## config.mk

```make
export PLATFORM = sky130hd
export DESIGN_NAME = lcg_loop_code
export DESIGN_NICKNAME = d
export VERILOG_FILES = /design/src/design/lcg_pkg.sv /design/src/design/lcg_loop_code.sv
export SDC_FILE = /design/constraint.sdc
export NUM_CORES = 1
export LEC_CHECK = 0
export BUFFER_PORTS_ARGS = -buffer_cell sky130_fd_sc_hd__buf_2
export CORE_MARGIN = 2
export CORE_UTILIZATION = 55
export DETAILED_ROUTE_END_ITERATION = 8
export MAX_ROUTING_LAYER = met4
export PLACE_DENSITY = 0.79
export SLEW_MARGIN = 10
export SYNTH_ARGS = -nofsm -noshare
export SYNTH_HDL_FRONTEND = slang
export SYNTH_SLANG_ARGS = --single-unit
```

## constraint.sdc

```tcl
create_clock -name clk_i -period 3.2 [get_ports clk_i]
set_clock_uncertainty 0.15 [all_clocks]
set_input_delay 0.8 -clock clk_i [delete_from_list [all_inputs] [get_ports clk_i]]
set_output_delay 0.8 -clock clk_i [all_outputs]
set_load 0.01 [all_outputs]
```

## src/design/lcg_pkg.sv

```systemverilog
// Purpose: shared constants and types for the in-band loop code generator and detector
// Assumes: register index times four is the Wishbone byte address
// Notes: all offsets below are register indices
package lcg_pkg;

   localparam int unsigned ADR_W = 12;
   localparam int unsigned IDX_W = 10;

   // register indices
   localparam logic [IDX_W-1:0] IDX_LCC = 10'h124;
   localparam logic [IDX_W-1:0] IDX_TXP = 10'h125;
   localparam logic [IDX_W-1:0] IDX_RXA = 10'h126;
   localparam logic [IDX_W-1:0] IDX_RXD = 10'h127;
   localparam logic [IDX_W-1:0] IDX_STAT = 10'h130;
   localparam logic [IDX_W-1:0] IDX_MASK = 10'h131;
   localparam logic [IDX_W-1:0] IDX_STATE = 10'h132;

   // loop code control fields
   localparam int unsigned LCC_AUTO = 0;
   localparam int unsigned LCC_FRAMED = 1;
   localparam int unsigned LCC_TXLEN_LSB = 2;
   localparam int unsigned LCC_DLEN_LSB = 4;
   localparam int unsigned LCC_ALEN_LSB = 6;

   // pattern register fields
   localparam int unsigned PAT_EN = 0;
   localparam int unsigned PAT_LSB = 1;
   localparam int unsigned PAT_W = 7;

   // reset values
   localparam logic [7:0] LCC_RST = 8'h00;
   localparam logic [7:0] PAT_RST = 8'hAA;
   localparam logic [3:0] MASK_RST = 4'h0;

   // sticky event bits
   localparam int unsigned ST_ACT = 0;
   localparam int unsigned ST_DEACT = 1;
   localparam int unsigned ST_LOOP_ON = 2;
   localparam int unsigned ST_LOOP_OFF = 3;
   localparam int unsigned ST_W = 4;

   // live state bits
   localparam int unsigned LV_ACT = 0;
   localparam int unsigned LV_DEACT = 1;
   localparam int unsigned LV_LOOP = 2;

   // shortest code length, added to a two-bit length selector
   localparam logic [2:0] LEN_BASE = 3'h4;
   // consistent repeating bits needed after a window match before a code counts as present
   localparam logic [5:0] DET_RUN = 6'h27;

   localparam int unsigned DET_ACT = 0;
   localparam int unsigned DET_DEACT = 1;
   localparam int unsigned DET_N = 2;

   typedef struct packed {
      logic data;
      logic strobe;
      logic fbit;
   } lcg_bit_type;

   typedef enum logic {
      LP_OFF,
      LP_ON
   } lcg_loop_type;

endpackage

```

## src/design/lcg_loop_code.sv

```systemverilog
// Purpose: in-band loop code generator, activation and deactivation detectors and automatic
//          remote loopback for loop code controller 0 of one T1 channel
// Assumes: line bit streams come from framer logic on clk_i, one bit per strobe cycle;
//          registers sit behind a classic Wishbone slave, one byte per aligned word
// Notes: ce_i low freezes every flip-flop, bus answers included
module lcg_loop_code (
   input wire logic clk_i,
   input wire logic rst_i,
   input wire logic ce_i,
   input wire logic wb_cyc_i,
   input wire logic wb_stb_i,
   input wire logic wb_we_i,
   input wire logic [lcg_pkg::ADR_W-1:0] wb_adr_i,
   input wire logic [3:0] wb_sel_i,
   input wire logic [31:0] wb_dat_i,
   output logic [31:0] wb_dat_o,
   output logic wb_ack_o,
   input wire lcg_pkg::lcg_bit_type tx_in_i,
   input wire lcg_pkg::lcg_bit_type rx_in_i,
   output lcg_pkg::lcg_bit_type tx_out_o,
   output logic remote_loop_o,
   output logic irq_o
);

   // pattern bit idx counted from the first bit sent or received
   function automatic logic code_bit(input logic [6:0] pat, input logic [2:0] idx);
      code_bit = pat[3'(3'h6 - idx)];
   endfunction

   // hist[0] is the newest bit; the last n bits must equal the pattern's top n bits
   function automatic logic win_match(input logic [6:0] hist, input logic [6:0] pat,
                                      input logic [2:0] n);
      logic ok;
      ok = 1'b1;
      for (int i = 0; i < 7; i++) begin
         if (3'(i) < n && hist[i] != pat[3'(3'h7 - n + 3'(i))]) begin
            ok = 1'b0;
         end
      end
      win_match = ok;
   endfunction

   logic [7:0] lcc_r;
   logic [7:0] txp_r;
   logic [7:0] rxa_r;
   logic [7:0] rxd_r;
   logic [lcg_pkg::ST_W-1:0] stat_r;
   logic [lcg_pkg::ST_W-1:0] mask_r;
   logic [lcg_pkg::ST_W-1:0] stat_set;
   logic [lcg_pkg::ST_W-1:0] stat_clr;
   logic [2:0] tx_idx_r;
   lcg_pkg::lcg_loop_type loop_r;
   lcg_pkg::lcg_loop_type loop_nxt;
   wire [lcg_pkg::DET_N-1:0] det_lvl;
   wire [lcg_pkg::DET_N-1:0] det_rise;

   logic [lcg_pkg::IDX_W-1:0] idx;
   logic req;
   logic wr_lo;
   logic auto_en;
   logic framed;
   logic tx_en;
   logic [2:0] tx_len;
   logic [6:0] tx_pat;
   logic tx_take;
   logic act_hit;
   logic deact_hit;

   assign idx = wb_adr_i[lcg_pkg::ADR_W-1:2];
   assign req = wb_cyc_i & wb_stb_i & ~wb_ack_o;
   assign wr_lo = req & wb_we_i & wb_sel_i[0];
   assign auto_en = lcc_r[lcg_pkg::LCC_AUTO];
   assign framed = lcc_r[lcg_pkg::LCC_FRAMED];
   assign tx_en = txp_r[lcg_pkg::PAT_EN];
   assign tx_pat = txp_r[lcg_pkg::PAT_LSB +: lcg_pkg::PAT_W];
   // 00 gives 4 bits, each step adds one bit
   assign tx_len = 3'(lcg_pkg::LEN_BASE + {1'b0, lcc_r[lcg_pkg::LCC_TXLEN_LSB +: 2]});

   // ---------------- Wishbone slave ----------------

   always_ff @(posedge clk_i) begin
      if (rst_i) begin
         wb_ack_o <= 1'b0;
      end else if (ce_i) begin
         wb_ack_o <= req;
      end
   end

   always_ff @(posedge clk_i) begin
      if (rst_i) begin
         wb_dat_o <= 32'h0000_0000;
      end else if (ce_i && req) begin
         unique case (idx)
            lcg_pkg::IDX_LCC: wb_dat_o <= {24'h00_0000, lcc_r};
            lcg_pkg::IDX_TXP: wb_dat_o <= {24'h00_0000, txp_r};
            lcg_pkg::IDX_RXA: wb_dat_o <= {24'h00_0000, rxa_r};
            lcg_pkg::IDX_RXD: wb_dat_o <= {24'h00_0000, rxd_r};
            lcg_pkg::IDX_STAT: wb_dat_o <= {28'h000_0000, stat_r};
            lcg_pkg::IDX_MASK: wb_dat_o <= {28'h000_0000, mask_r};
            lcg_pkg::IDX_STATE: wb_dat_o <= {29'h0000_0000, loop_r == lcg_pkg::LP_ON, det_lvl};
            default: wb_dat_o <= 32'h0000_0000;
         endcase
      end
   end

   // control and pattern registers
   always_ff @(posedge clk_i) begin
      if (rst_i) begin
         lcc_r <= lcg_pkg::LCC_RST;
         txp_r <= lcg_pkg::PAT_RST;
         rxa_r <= lcg_pkg::PAT_RST;
         rxd_r <= lcg_pkg::PAT_RST;
         mask_r <= lcg_pkg::MASK_RST;
      end else if (ce_i && wr_lo) begin
         unique case (idx)
            lcg_pkg::IDX_LCC: lcc_r <= wb_dat_i[7:0];
            lcg_pkg::IDX_TXP: txp_r <= wb_dat_i[7:0];
            lcg_pkg::IDX_RXA: rxa_r <= wb_dat_i[7:0];
            lcg_pkg::IDX_RXD: rxd_r <= wb_dat_i[7:0];
            lcg_pkg::IDX_MASK: mask_r <= wb_dat_i[lcg_pkg::ST_W-1:0];
            default: ;
         endcase
      end
   end

   // ---------------- sticky events and interrupt ----------------

   always_comb begin
      stat_set = '0;
      stat_set[lcg_pkg::ST_ACT] = det_rise[lcg_pkg::DET_ACT];
      stat_set[lcg_pkg::ST_DEACT] = det_rise[lcg_pkg::DET_DEACT];
      stat_set[lcg_pkg::ST_LOOP_ON] = (loop_r == lcg_pkg::LP_OFF) && (loop_nxt == lcg_pkg::LP_ON);
      stat_set[lcg_pkg::ST_LOOP_OFF] = (loop_r == lcg_pkg::LP_ON) && (loop_nxt == lcg_pkg::LP_OFF);
   end

   assign stat_clr = (wr_lo && idx == lcg_pkg::IDX_STAT) ? wb_dat_i[lcg_pkg::ST_W-1:0] : '0;

   // a set in the clearing cycle wins
   always_ff @(posedge clk_i) begin
      if (rst_i) begin
         stat_r <= '0;
      end else if (ce_i) begin
         stat_r <= (stat_r & ~stat_clr) | stat_set;
      end
   end

   always_ff @(posedge clk_i) begin
      if (rst_i) begin
         irq_o <= 1'b0;
      end else if (ce_i) begin
         irq_o <= |(stat_r & mask_r);
      end
   end

   // ---------------- receive detectors ----------------

   // detector 0 searches the activation code, detector 1 the deactivation code
   for (genvar g = 0; g < lcg_pkg::DET_N; g++) begin : det_gen
      logic [6:0] hist_r;
      logic [6:0] hist_nxt;
      logic [5:0] run_r;
      logic lvl_r;
      logic rise_r;
      logic [7:0] reg_v;
      logic [6:0] pat;
      logic en;
      logic [2:0] len;
      logic take;
      logic same;

      assign reg_v = (g == lcg_pkg::DET_ACT) ? rxa_r : rxd_r;
      // msb of the expected code is the first bit off the line
      assign pat = reg_v[lcg_pkg::PAT_LSB +: lcg_pkg::PAT_W];
      assign en = reg_v[lcg_pkg::PAT_EN];
      // length from the control register, 00 gives 4 bits
      assign len = (g == lcg_pkg::DET_ACT) ?
                   3'(lcg_pkg::LEN_BASE + {1'b0, lcc_r[lcg_pkg::LCC_ALEN_LSB +: 2]}) :
                   3'(lcg_pkg::LEN_BASE + {1'b0, lcc_r[lcg_pkg::LCC_DLEN_LSB +: 2]});
      // framed format skips framing bits when matching
      assign take = rx_in_i.strobe & ~(framed & rx_in_i.fbit);
      assign hist_nxt = {hist_r[5:0], rx_in_i.data};
      // new bit repeats the one received one code length earlier
      assign same = rx_in_i.data == hist_r[3'(len - 3'h1)];

      always_ff @(posedge clk_i) begin
         if (rst_i) begin
            hist_r <= 7'h00;
            run_r <= 6'h00;
         end else if (ce_i) begin
            if (!en) begin
               hist_r <= 7'h00;
               run_r <= 6'h00;
            end else if (take) begin
               hist_r <= hist_nxt;
               if (run_r != 6'h00 && same) begin
                  run_r <= (run_r == lcg_pkg::DET_RUN) ? run_r : 6'(run_r + 6'h01);
               end else begin
                  run_r <= win_match(hist_nxt, pat, len) ? 6'h01 : 6'h00;
               end
            end
         end
      end

      always_ff @(posedge clk_i) begin
         if (rst_i) begin
            lvl_r <= 1'b0;
            rise_r <= 1'b0;
         end else if (ce_i) begin
            lvl_r <= en && (run_r == lcg_pkg::DET_RUN);
            rise_r <= en && (run_r == lcg_pkg::DET_RUN) && !lvl_r;
         end
      end

      assign det_lvl[g] = lvl_r;
      assign det_rise[g] = rise_r;
   end

   // ---------------- automatic remote loopback, controller 0 only ----------------

   assign act_hit = auto_en & rxa_r[lcg_pkg::PAT_EN] & det_rise[lcg_pkg::DET_ACT];
   assign deact_hit = auto_en & rxd_r[lcg_pkg::PAT_EN] & det_rise[lcg_pkg::DET_DEACT];

   always_comb begin
      loop_nxt = loop_r;
      unique case (loop_r)
         lcg_pkg::LP_OFF: begin
            if (act_hit) begin
               loop_nxt = lcg_pkg::LP_ON;
            end
         end
         lcg_pkg::LP_ON: begin
            // turning automatic mode off also drops the loop
            if (deact_hit || !auto_en) begin
               loop_nxt = lcg_pkg::LP_OFF;
            end
         end
      endcase
   end

   always_ff @(posedge clk_i) begin
      if (rst_i) begin
         loop_r <= lcg_pkg::LP_OFF;
         remote_loop_o <= 1'b0;
      end else if (ce_i) begin
         loop_r <= loop_nxt;
         remote_loop_o <= loop_nxt == lcg_pkg::LP_ON;
      end
   end

   // ---------------- transmit generator ----------------

   // framing bits pass untouched only in framed format
   assign tx_take = tx_en & tx_in_i.strobe & ~(framed & tx_in_i.fbit);

   always_ff @(posedge clk_i) begin
      if (rst_i) begin
         tx_idx_r <= 3'h0;
      end else if (ce_i) begin
         if (!tx_en) begin
            tx_idx_r <= 3'h0;
         end else if (tx_take) begin
            // wraps after the last pattern bit, also if the length shrank
            tx_idx_r <= (tx_idx_r >= 3'(tx_len - 3'h1)) ? 3'h0 : 3'(tx_idx_r + 3'h1);
         end
      end
   end

   always_ff @(posedge clk_i) begin
      if (rst_i) begin
         tx_out_o <= '0;
      end else if (ce_i) begin
         tx_out_o.strobe <= tx_in_i.strobe;
         tx_out_o.fbit <= tx_in_i.fbit;
         // code bits go out msb first, otherwise the stream passes through
         tx_out_o.data <= tx_take ? code_bit(tx_pat, tx_idx_r) : tx_in_i.data;
      end
   end

endmodule

```

==> Implementation_results.wiki <==
{| class="wikitable"
! Metric !! Value
|-
| Sequential Area || 1740 um2
|-
| Slowest-stage cell, CP || sky130_fd_sc_hd__nor4_2
|-
| Standard-cell rows || 35
|-
| Category of the critical setup timing path || register to register
|-
| Number of post-CTS setup repair buffers || 0
|-
| Via-per-instance ratio || 6.06
|-
| Sum of routed wire length over all layers || 12.7 mm
|-
| Worst hold path type || register to register
|-
| Synth area leaders || sky130_fd_sc_hd__dfxtp_1 (34%), sky130_fd_sc_hd__mux2i_1 (9.3%), sky130_fd_sc_hd__mux4_2 (6.1%)
|-
| DP HPWL || 9.49 mm
|-
| Critical path, cell by cell || inv_1 > ha_1 > mux2i_1 > mux4_2 > mux2i_1 > nor4_2 > a41oi_1 > a31oi_1
|-
| Final Critical Period || 2.81 ns
|-
| Required time reported for the critical path endpoint || 3.35 ns
|-
| Initial antenna violation count || 0
|-
| Layout Area Growth over Synthesis || 8.55%
|-
| Total global-route track usage || 26.5%
|-
| Clock tree root driver cell || sky130_fd_sc_hd__clkbuf_8
|-
| Gate count of the mapped netlist || 585
|-
| Overall die width || 101 um
|-
| Highest Clock Rate || 0.355 GHz
|-
| Share of cells above drive strength 1 || 16.6%
|-
| Final estimated routing congestion in global placement || 0.946
|-
| Worst Hold Margin || 0.310 ns
|-
| Crit path max fanout || 6
|-
| Area of the placeable core || 9150 um2
|-
| WL/cell || 17.2 um
|-
| Number of distinct library cells after synthesis || 59
|-
| Cell with the most instances after synthesis || sky130_fd_sc_hd__dfxtp_1
|-
| CP Capture Type || register
|-
| Clock tree from TritonCTS || yes
|-
| Ports placed on the boundary || 98
|-
| Syn avg cell area || 8.83 um2
|-
| Final Cycle Share || 88.0%
|-
| Cells on worst reg2reg path || 8
|-
| Share of the synthesized area in the top cell type || 33.7%
|-
| Area used by multi-input combinational logic || 3120 um2
|-
| Cell type with the largest total area after synthesis || sky130_fd_sc_hd__dfxtp_1
|-
| Status || finished, final reports clean
|-
| Maximum number of pins on one net before global-route repair || 51
|-
| Number of I/O port buffers || 44
|-
| Maximum root-to-sink buffer count || 2
|-
| Seq/Total Area, Yosys || 33.7%
|-
| TritonRoute pass-1 iters || 6
|-
| Worst setup margin || 0.385 ns
|-
| Prevailing post-synth register cell || sky130_fd_sc_hd__dfxtp_1
|-
| Number of endpoints with negative hold slack in the final report || 0
|-
| Rel. slew slack || 49.7%
|-
| Worst slack after detailed placement || 0.300 ns
|-
| Synth async-reset ratio || 0%
|-
| Ys Warns || 0
|-
| Vias in the first global route || 4177
|-
| Wire length of the first global-routing pass || 20.9 mm
|-
| Final setup TNS || 0 ns
|-
| Total power || 2.06 mW
|-
| Worst IR Drop VDD || 205 uV
|-
| Residual DRC || 0
|-
| Ratio of total power to cell area || 367 nW/um2
|-
| Fill cell total of the finished layout || 805
|-
| CTS buffer count || 9
|-
| Die span in y || 101 um
|-
| Worst skew pair latency || 0.37 ns
|-
| Remaining number of nets flagged by the antenna check after routing || 0
|-
| Post-CTS resize count || 0
|-
| Clock-pin slew of the registers on the worst-case setup and hold paths || 0.10 ns
|-
| Setup Viol. Count Final || 0
|-
| Synth cell count leaders || sky130_fd_sc_hd__dfxtp_1 (87), sky130_fd_sc_hd__nand2_1 (54), sky130_fd_sc_hd__a21oi_1 (50)
|-
| Fin util || 61.2%
|-
| CP dominant cell by count || sky130_fd_sc_hd__mux2i_1
|-
| Number of antenna diodes || 0
|-
| Worst Tran Pin Value || 0.735 ns
|-
| Residual overflow from global routing || 0
|-
| Cell Area, Synth || 5160 um2
|-
| Worst hold stages || 2
|-
| Max Cap Violations || 0
|-
| Initial Util || 56.4%
|-
| Delay contributed by the slowest stage of the critical path || 0.59 ns
|-
| RSZ-0062 raised after global routing || no
|-
| H-tree depth reported by CTS || 3
|-
| Seq cells post-synth || 87
|-
| Static Leakage || 2.15 nW
|-
| Routed vias || 4474
|-
| Fin nets || 697
|-
| Clk sinks || 87
|-
| Post-CTS Hold Fix Bufs || 0
|-
| Total die area || 10200 um2
|-
| Number of enable-type register cells in the synthesized netlist || 0
|-
| Arrival time of data at the critical path endpoint || 2.96 ns
|-
| Type of origin of the critical path || register
|-
| Number of violations reported at the end of detailed-routing iteration 0 || 260
|-
| Total count of max-transition violations in the final report || 0
|}
## worst paths after layout
path / start / end / slack [ns]
setup / recovery: lcc_r[6] / det_gen[0].run_r[5] / 0.39
setup reg to reg: lcc_r[6] / det_gen[0].run_r[5] / 0.39
hold / removal: wb_dat_o[6] / wb_dat_o[6] / 0.31
hold reg to reg: wb_dat_o[6] / wb_dat_o[6] / 0.31
## cells by family (layout without fill, tap and decap cells)
| kind of cell | after synthesis | in the layout | share of synthesized area [%] |
|---|---|---|---|
| simple gates | 193 | 193 | 18.9 |
| buf+inv | 74 | 93 | 7.51 |
| flops | 87 | 87 | 33.7 |
| other cells | 1 | 24 | 0.0726 |
| compound gates | 124 | 124 | 15.3 |
| fa+ha+maj | 15 | 15 | 3.63 |
| xor+xnor | 24 | 24 | 4.07 |
| mux | 67 | 67 | 16.8 |
## state kept, by name, indices dropped and copies added (netlist names)
register        count
det_gen.run_r      12
irq_o               1
det_gen.lvl_r       2
det_gen.rise_r      2
txp_r               8
wb_dat_o            8
mask_r              4
lcc_r               8
det_gen.reg_v      16
det_gen.hist_r     14
tx_idx_r            3
tx_out_o            3
loop_r              1
wb_ack_o            1
stat_r              4
## worst max-delay path, delay by kind of cell (launching register included)
kind / cells / cell delay (ns)
mux: 3 / 0.90
simple gates: 1 / 0.59
compound gates: 2 / 0.39
flops: 1 / 0.34
fa+ha+maj: 1 / 0.28
buf+inv: 1 / 0.09
## routing by layer
metal | track usage, % | wire, um | part of all wire [%]
met5 | - | 0 | 0
met3 | 3.74 | 792 | 6.2
met1 | 33.9 | 5540 | 44
met2 | 43.6 | 6230 | 49
met4 | 7.80 | 165 | 1.3
## where the power goes
group,switching [mW],total [mW],internal (mW)
logic,0.0925,0.138,0.0457
clock network,0.451,0.830,0.379
registers,0.00342,1.09,1.09
total,0.547,2.06,1.51
## cell usage in the layout (no fill, tap or decap), types with 19 or more instances in the layout
| cell | synthesis | routed |
|---|---|---|
| sky130_fd_sc_hd__o21ai_0 | 22 | 22 |
| sky130_fd_sc_hd__nand3_1 | 30 | 30 |
| sky130_fd_sc_hd__a21oi_1 | 50 | 50 |
| sky130_fd_sc_hd__nand2_1 | 54 | 54 |
| sky130_fd_sc_hd__dfxtp_1 | 87 | 87 |
| sky130_fd_sc_hd__nor2_1 | 40 | 40 |
| sky130_fd_sc_hd__mux2i_1 | 48 | 48 |
| sky130_fd_sc_hd__inv_1 | 19 | 19 |
| sky130_fd_sc_hd__buf_2 | 4 | 44 |
| sky130_fd_sc_hd__conb_1 | 1 | 24 |
## through the flow
stage	instance area, um2	cells
final	5610	738
after global routing	5610	738
after CTS	5610	738
after detailed placement	5400	722
after global placement	5400	722
after floorplan	5250	608
## area by class of cell
class                           count  area share, %
Multi-Input combinational cell    447           55.7
Sequential cell                    87           31.1
Timing Repair Buffer               58           5.80
Tap cell                          111           2.48
Clock buffer                        9           2.21
Clock inverter                      7           1.50
Inverter                           19           1.27
No activity file was read; power rests on OpenSTA's default activity.
